==> config.mk <==
export PLATFORM = sky130hd
export DESIGN_NAME = charger_interrupt_mask_regs
export DESIGN_NICKNAME = d
export VERILOG_FILES = /design/src/charger_mask_pkg.sv /design/src/charger_interrupt_mask_regs.sv
export VERILOG_INCLUDE_DIRS = /design/src
export SDC_FILE = /design/constraint.sdc
export NUM_CORES = 1
export LEC_CHECK = 0
export BUFFER_PORTS_ARGS = -buffer_cell sky130_fd_sc_hd__buf_4
export CAP_MARGIN = 10
export CORE_MARGIN = 5
export CORE_UTILIZATION = 37
export CTS_CLUSTER_DIAMETER = 30
export DETAILED_ROUTE_END_ITERATION = 8
export PLACE_DENSITY = 0.71
export SLEW_MARGIN = 20
export SYNTH_ARGS = -nofsm -noshare
export SYNTH_HDL_FRONTEND = slang
export SYNTH_SLANG_ARGS = --single-unit
==> constraint.sdc <==
create_clock -name mclk -period 1.2 [get_ports mclk]
set_input_delay 0.18 -clock mclk [delete_from_list [all_inputs] [get_ports mclk]]
set_output_delay 0.18 -clock mclk [all_outputs]
set_load 0.01 [all_outputs]
==> src/charger_mask_map.svh <==
// register offsets, field positions and reset values of the two charger mask registers
// assumes an i2c register front end that presents byte-wide reads and writes by offset
`ifndef CHARGER_MASK_MAP_SVH
`define CHARGER_MASK_MAP_SVH

`define MASK_A_OFFSET 8'h29
`define MASK_B_OFFSET 8'h2a
`define MASK_A_RESET 8'h00
`define MASK_B_RESET 8'h00
// writable bits; the rest are reserved and read as zero
`define MASK_A_WMASK 8'hd7
`define MASK_B_WMASK 8'h7f

`define A_CHG_BIT 7
`define A_ICO_BIT 6
`define A_VBUS_BIT 4
`define A_DIE_THERMAL_REGULATION_BIT 2
`define A_VBAT_BIT 1
`define A_BC_BIT 0
`define B_DPDM_BIT 6
`define B_ADC_BIT 5
`define B_VSYS_BIT 4
`define B_FAST_BIT 3
`define B_TRICKLE_BIT 2
`define B_PRE_BIT 1
`define B_TOPOFF_BIT 0

`define EVENT_COUNT 13

`endif

==> src/charger_mask_pkg.sv <==
// types shared by the charger interrupt mask block
// assumes charger_mask_map.svh is compiled alongside
package charger_mask_pkg;

  typedef struct packed {
    logic wr;
    logic rd;
    logic [7:0] addr;
    logic [7:0] wdata;
  } reg_req_t;

  // one-cycle event pulses from the charger core, in mask bit order
  typedef struct packed {
    logic charge_status;
    logic input_current_optimiser;
    logic input_bus_status;
    logic die_thermal_regulation;
    logic battery_present;
    logic usb_charger_detect;
    logic data_line_detect_done;
    logic adc_done;
    logic minimum_system_voltage_regulation;
    logic fast_charge_timer;
    logic trickle_timer;
    logic precharge_timer;
    logic topoff_timer;
  } charger_events_t;

endpackage

==> src/charger_interrupt_mask_regs.sv <==
// two charger event mask registers and the masked interrupt pulse they steer
// assumes events arrive as one-cycle pulses on mclk from the charger core, and an
// i2c slave front end on mclk hands over decoded register reads and writes
//
// Operation
// - mask a bit 7 set stops charge status changes from pulsing the interrupt.
// - mask a bit 6 set stops input current optimiser status changes from pulsing it.
// - mask a bit 4 set stops input bus status changes from pulsing it.
// - mask a bit 2 set stops entry into die thermal regulation from pulsing it.
// - mask a bit 1 set stops battery presence changes from pulsing it.
// - mask a bit 0 set stops usb charger detection status changes from pulsing it.
// - mask b bit 6 set stops data line detection completion from pulsing it.
// - mask b bit 5 set stops adc completion pulses, which exist only in one-shot mode.
// - mask b bit 4 set stops both entry to and exit from minimum system regulation.
// - mask b bit 3 set stops fast charge timer expiry from pulsing it.
// - mask b bit 2 set stops trickle timer expiry from pulsing it.
// - mask b bit 1 set stops precharge timer expiry from pulsing it.
// - mask b bit 0 set stops topoff timer expiry from pulsing it.
// - mask a sits at offset 29h and resets to zero.
// - mask b sits at offset 2ah and resets to zero.
`include "charger_mask_map.svh"

module charger_interrupt_mask_regs
(
  input wire logic mclk,
  input wire logic rst,
  input wire charger_mask_pkg::reg_req_t req,
  input wire logic reg_reset_cmd,
  input wire logic adc_one_shot,
  input wire charger_mask_pkg::charger_events_t events,
  output logic [7:0] rdata,
  output logic rvalid,
  output logic irq_pulse,
  output logic [7:0] charger_event_mask_a,
  output logic [7:0] charger_event_mask_b
);

  logic [7:0] mask_a_q;
  logic [7:0] mask_a_d;
  logic [7:0] mask_b_q;
  logic [7:0] mask_b_d;
  logic [7:0] rdata_q;
  logic [7:0] rdata_d;
  logic rvalid_q;
  logic rvalid_d;
  logic irq_q;
  logic irq_d;
  logic [`EVENT_COUNT-1:0] ev_vec;
  logic [`EVENT_COUNT-1:0] en_vec;

  // register file
  always_comb
  begin
    mask_a_d = mask_a_q;
    mask_b_d = mask_b_q;
    if (reg_reset_cmd)
    begin
      mask_a_d = `MASK_A_RESET;
      mask_b_d = `MASK_B_RESET;
    end
    else if (req.wr)
    begin
      if (req.addr == `MASK_A_OFFSET)
      begin
        mask_a_d = req.wdata & `MASK_A_WMASK;
      end
      if (req.addr == `MASK_B_OFFSET)
      begin
        mask_b_d = req.wdata & `MASK_B_WMASK;
      end
    end
  end

  // read port: unmapped offsets answer zero
  always_comb
  begin
    rvalid_d = req.rd;
    rdata_d = 8'h00;
    if (req.rd)
    begin
      case (req.addr)
        `MASK_A_OFFSET: rdata_d = mask_a_q & `MASK_A_WMASK;
        `MASK_B_OFFSET: rdata_d = mask_b_q & `MASK_B_WMASK;
        default: rdata_d = 8'h00;
      endcase
    end
  end

  // event to mask pairing, one entry per event
  always_comb
  begin
    ev_vec = events;
    en_vec = {~mask_a_q[`A_CHG_BIT],
      ~mask_a_q[`A_ICO_BIT],
      ~mask_a_q[`A_VBUS_BIT],
      ~mask_a_q[`A_DIE_THERMAL_REGULATION_BIT],
      ~mask_a_q[`A_VBAT_BIT],
      ~mask_a_q[`A_BC_BIT],
      ~mask_b_q[`B_DPDM_BIT],
      // adc completion only interrupts in one-shot mode
      ~mask_b_q[`B_ADC_BIT] & adc_one_shot,
      ~mask_b_q[`B_VSYS_BIT],
      ~mask_b_q[`B_FAST_BIT],
      ~mask_b_q[`B_TRICKLE_BIT],
      ~mask_b_q[`B_PRE_BIT],
      ~mask_b_q[`B_TOPOFF_BIT]};
    // masks act on the current register value, so a write takes effect next cycle
    irq_d = |(ev_vec & en_vec);
  end

  always_ff @(posedge mclk)
  begin
    if (rst)
    begin
      mask_a_q <= `MASK_A_RESET;
      mask_b_q <= `MASK_B_RESET;
      rdata_q <= 8'h00;
      rvalid_q <= 1'b0;
      irq_q <= 1'b0;
    end
    else
    begin
      mask_a_q <= mask_a_d;
      mask_b_q <= mask_b_d;
      rdata_q <= rdata_d;
      rvalid_q <= rvalid_d;
      irq_q <= irq_d;
    end
  end

  assign rdata = rdata_q;
  assign rvalid = rvalid_q;
  assign irq_pulse = irq_q;
  assign charger_event_mask_a = mask_a_q;
  assign charger_event_mask_b = mask_b_q;

endmodule // charger_interrupt_mask_regs

==> Flow_metrics.wiki <==
{| class="wikitable"
! Metric !! Value
|-
| Post-route cell area || 1520 sq um
|-
| Global placer's final weighted congestion || 0.870
|-
| Cell Rows || 18
|-
| DRC violations left || 0
|-
| Pin count of the biggest net entering global routing || 16
|-
| Total vias in the final route || 1,061
|-
| Reg-to-reg startpoint || charger_event_mask_b[4]
|-
| Worst Hold Endpoint || irq_pulse
|-
| HPWL after detailed placement || 2350 um
|-
| Number of H-tree branching levels || 1
|-
| Detail-routed net length per standard cell || 13.6 um
|-
| RSZ-0062 raised after global routing || no
|-
| Type of element launching the critical path || flip-flop
|-
| Effective utilization at floorplan || 0.387
|-
| Die boundary height || 61.1 um
|-
| Resized Gates After CTS || 0
|-
| FF-to-FF setup slack || 0.11 ns
|-
| Ports placed on the boundary || 61
|-
| Die area || 3740 sq um
|-
| Setup CP Type || reg2out
|-
| Antenna violations before repair || 0
|-
| Static leakage || 0.000707 uW
|-
| Worst Reg2Reg Path Length in Cells || 3
|-
| WHS Path Cells || 2
|-
| Post-synthesis area per instance || 8.34 sq um
|-
| Count of fill cells added during filler insertion || 220
|-
| Final antenna diode count || 0
|-
| Max Freq || 0.888 GHz
|-
| Sequential area share after synthesis || 0.476
|-
| Total Routing Usage GR || 0.157
|-
| Die extent in x || 61.1 um
|-
| Post-layout net count || 218
|-
| Reg-to-Reg End || irq_pulse
|-
| Power density cells || 843 nW/um^2
|-
| Starting DRC count in detailed routing || 39
|-
| Vias in the first global route || 966
|-
| Flip-flop and latch count after synthesis || 23
|-
| Port Buffers || 57
|-
| First-pass GRT wire length || 4370 um
|-
| Share of post-route cells with drive strength above 1 || 0.407
|-
| Number of warning messages in the yosys log || 0
|-
| First-pass DRT Iterations || 4
|-
| Global route total overflow || 0
|-
| Cells after Synth || 116
|-
| Hold WC Path Type || in2reg
|-
| Final setup violating endpoints || 0
|-
| Skew final || 0.0201 ns
|-
| Total routed wirelength || 2890 um
|-
| Library cells used by synthesis || 22
|-
| Number of buffers between clock root and the deepest sink || 2
|-
| Number of pins exceeding their max-slew limit in the final report || 0
|-
| Storage cell area || 460 sq um
|-
| Maximum resistive drop on vdd || 567 uV
|-
| Element type at the critical path end || output pin
|-
| Area growth syn-to-layout || 56.7%
|-
| Setup Fix Bufs, Post-CTS || 0
|-
| Fin crit share || 0.938
|-
| Outcome || completed
|-
| Clock tree from TritonCTS || yes
|-
| # hold bufs at CTS || 0
|-
| Cell chosen for the clock root || sky130_fd_sc_hd__clkbuf_4
|-
| Drt via density || 5.00
|-
| Largest fanout on the critical path || 3
|-
| CORE AREA || 2500 sq um
|-
| Data required time at the worst endpoint || 1.02 ns
|-
| Residual antenna-violating net count after detailed routing || 0
|-
| Insertion delay of the later-clocked pin in the worst-skew pair || 0.32 ns
|-
| Final number of hold-violating endpoints || 0
|-
| Worst Path Arrival || 0.95 ns
|-
| Min Tclk post-route || 1.13 ns
|-
| Placed cell area || 1490 sq um
|-
| Launch instance of the worst min-delay path || rst
|-
| Number of buffers created by CTS || 3
|-
| Max_cap viols || 0
|-
| Setup TNS Final || 0 ns
|-
| TritonCTS sink count || 23
|-
| Clock transition at path regs || 0.14 ns
|-
| Area taken by multi-input logic gates || 405 sq um
|-
| Synthesized cell area || 967 sq um
|}
cell families (layout without fill, tap and decap cells):
kind of cell	after synthesis	in the layout	share of synthesized area
AOI/OAI and AO/OA	25	25	0.154
other	1	3	0.00388
and+or+nand+nor	46	46	0.254
buffers and inverters	21	85	0.113
DFF	23	23	0.476
cell usage in the layout, fill, tap and decap left out:
cell type and instances:
sky130_fd_sc_hd__a21oi_1 13, sky130_fd_sc_hd__a221oi_1 1, sky130_fd_sc_hd__a22oi_1 5, sky130_fd_sc_hd__a31oi_1 1
sky130_fd_sc_hd__and3_1 5, sky130_fd_sc_hd__buf_12 2, sky130_fd_sc_hd__buf_4 66, sky130_fd_sc_hd__clkbuf_4 3
sky130_fd_sc_hd__clkinv_2 1, sky130_fd_sc_hd__conb_1 3, sky130_fd_sc_hd__dfxtp_1 23, sky130_fd_sc_hd__inv_1 13
sky130_fd_sc_hd__nand2_1 13, sky130_fd_sc_hd__nand2b_1 1, sky130_fd_sc_hd__nand3_1 13, sky130_fd_sc_hd__nand3b_1 1
sky130_fd_sc_hd__nand4_1 2, sky130_fd_sc_hd__nor2_1 5, sky130_fd_sc_hd__nor2b_1 3, sky130_fd_sc_hd__nor4_1 1
sky130_fd_sc_hd__nor4b_4 1, sky130_fd_sc_hd__o22ai_1 5, sky130_fd_sc_hd__or2_2 1
routing by layer:
metal	GRT usage	vias up	share of wire
li1	-	523	-
met1	0.204	482	0.40
met2	0.258	52	0.49
met3	0.0210	4	0.093
met4	0.0743	0	0.017
met5	0	-	0
critical path, cell delays in order (launching register included):
cell and delay [ns]:
sky130_fd_sc_hd__dfxtp_1 0.35, sky130_fd_sc_hd__buf_4 0.14, sky130_fd_sc_hd__buf_4 0.14
cell usage after synthesis:
| cell | number | area (sq um) |
|---|---|---|
| sky130_fd_sc_hd__o22ai_1 | 5 | 31.3 |
| sky130_fd_sc_hd__nand3b_1 | 1 | 7.51 |
| sky130_fd_sc_hd__or2_2 | 1 | 6.26 |
| sky130_fd_sc_hd__nor2_1 | 5 | 18.8 |
| sky130_fd_sc_hd__dfxtp_1 | 23 | 460 |
| sky130_fd_sc_hd__a31oi_1 | 1 | 6.26 |
| sky130_fd_sc_hd__nand2b_1 | 1 | 6.26 |
| sky130_fd_sc_hd__nor2b_1 | 3 | 18.8 |
| sky130_fd_sc_hd__nor4_1 | 1 | 6.26 |
| sky130_fd_sc_hd__and3_1 | 5 | 31.3 |
| sky130_fd_sc_hd__nand4_1 | 2 | 12.5 |
| sky130_fd_sc_hd__clkbuf_1 | 1 | 3.75 |
| sky130_fd_sc_hd__nand3_1 | 13 | 65.1 |
| sky130_fd_sc_hd__buf_6 | 1 | 11.3 |
| sky130_fd_sc_hd__a221oi_1 | 1 | 8.76 |
| sky130_fd_sc_hd__nor4b_4 | 1 | 23.8 |
| sky130_fd_sc_hd__a21oi_1 | 13 | 65.1 |
| sky130_fd_sc_hd__a22oi_1 | 5 | 37.5 |
| sky130_fd_sc_hd__inv_1 | 13 | 48.8 |
| sky130_fd_sc_hd__conb_1 | 1 | 3.75 |
| sky130_fd_sc_hd__buf_4 | 6 | 45.0 |
| sky130_fd_sc_hd__nand2_1 | 13 | 48.8 |
through the flow:
stage / setup slack (ns) / util / power (uW) / instances / hold WS, ns
2_1_floorplan: 0.0743 / - / 840 / 118 / 0.249
3_3_place_gp: -0.0650 / 0.595 / 934 / 208 / 0.350
3_5_place_dp: -0.132 / 0.595 / 938 / 208 / 0.356
4_1_cts: 0.0774 / 0.606 / 1280 / 212 / 0.0223
5_1_grt: 0.0268 / 0.606 / 1330 / 212 / 0.00465
6_report: 0.0738 / 0.606 / 1280 / 212 / 0.0305
power breakdown:
group	switching [uW]	internal [uW]
combinational	60.3	91.8
clock	233	124
sequential	1.13	767
total	294	983
registers in the layout, indices dropped and copies added (netlist names):
register              count
rvalid                    1
rdata                     8
charger_event_mask_b      7
irq_pulse                 1
charger_event_mask_a      6
final cells by class:
type,count,share of cell area
inverter,13,0.0322
clock inverter,1,0.00330
multi-input combinational,74,0.268
clock buffer,3,0.0149
timing repair buffer,68,0.353
tap,30,0.0248
sequential,23,0.304
worst max-delay path by stage:
stage                                        from                 endpoint
after floorplan                           req[12]  charger_event_mask_b[0]
after global placement                    req[12]  charger_event_mask_b[4]
after detailed placement                  req[12]  charger_event_mask_a[2]
after CTS                 charger_event_mask_b[4]  charger_event_mask_b[4]
after global routing      charger_event_mask_a[4]  charger_event_mask_a[4]
final                     charger_event_mask_b[4]  charger_event_mask_b[4]
Power figures use the tool's default switching activity.
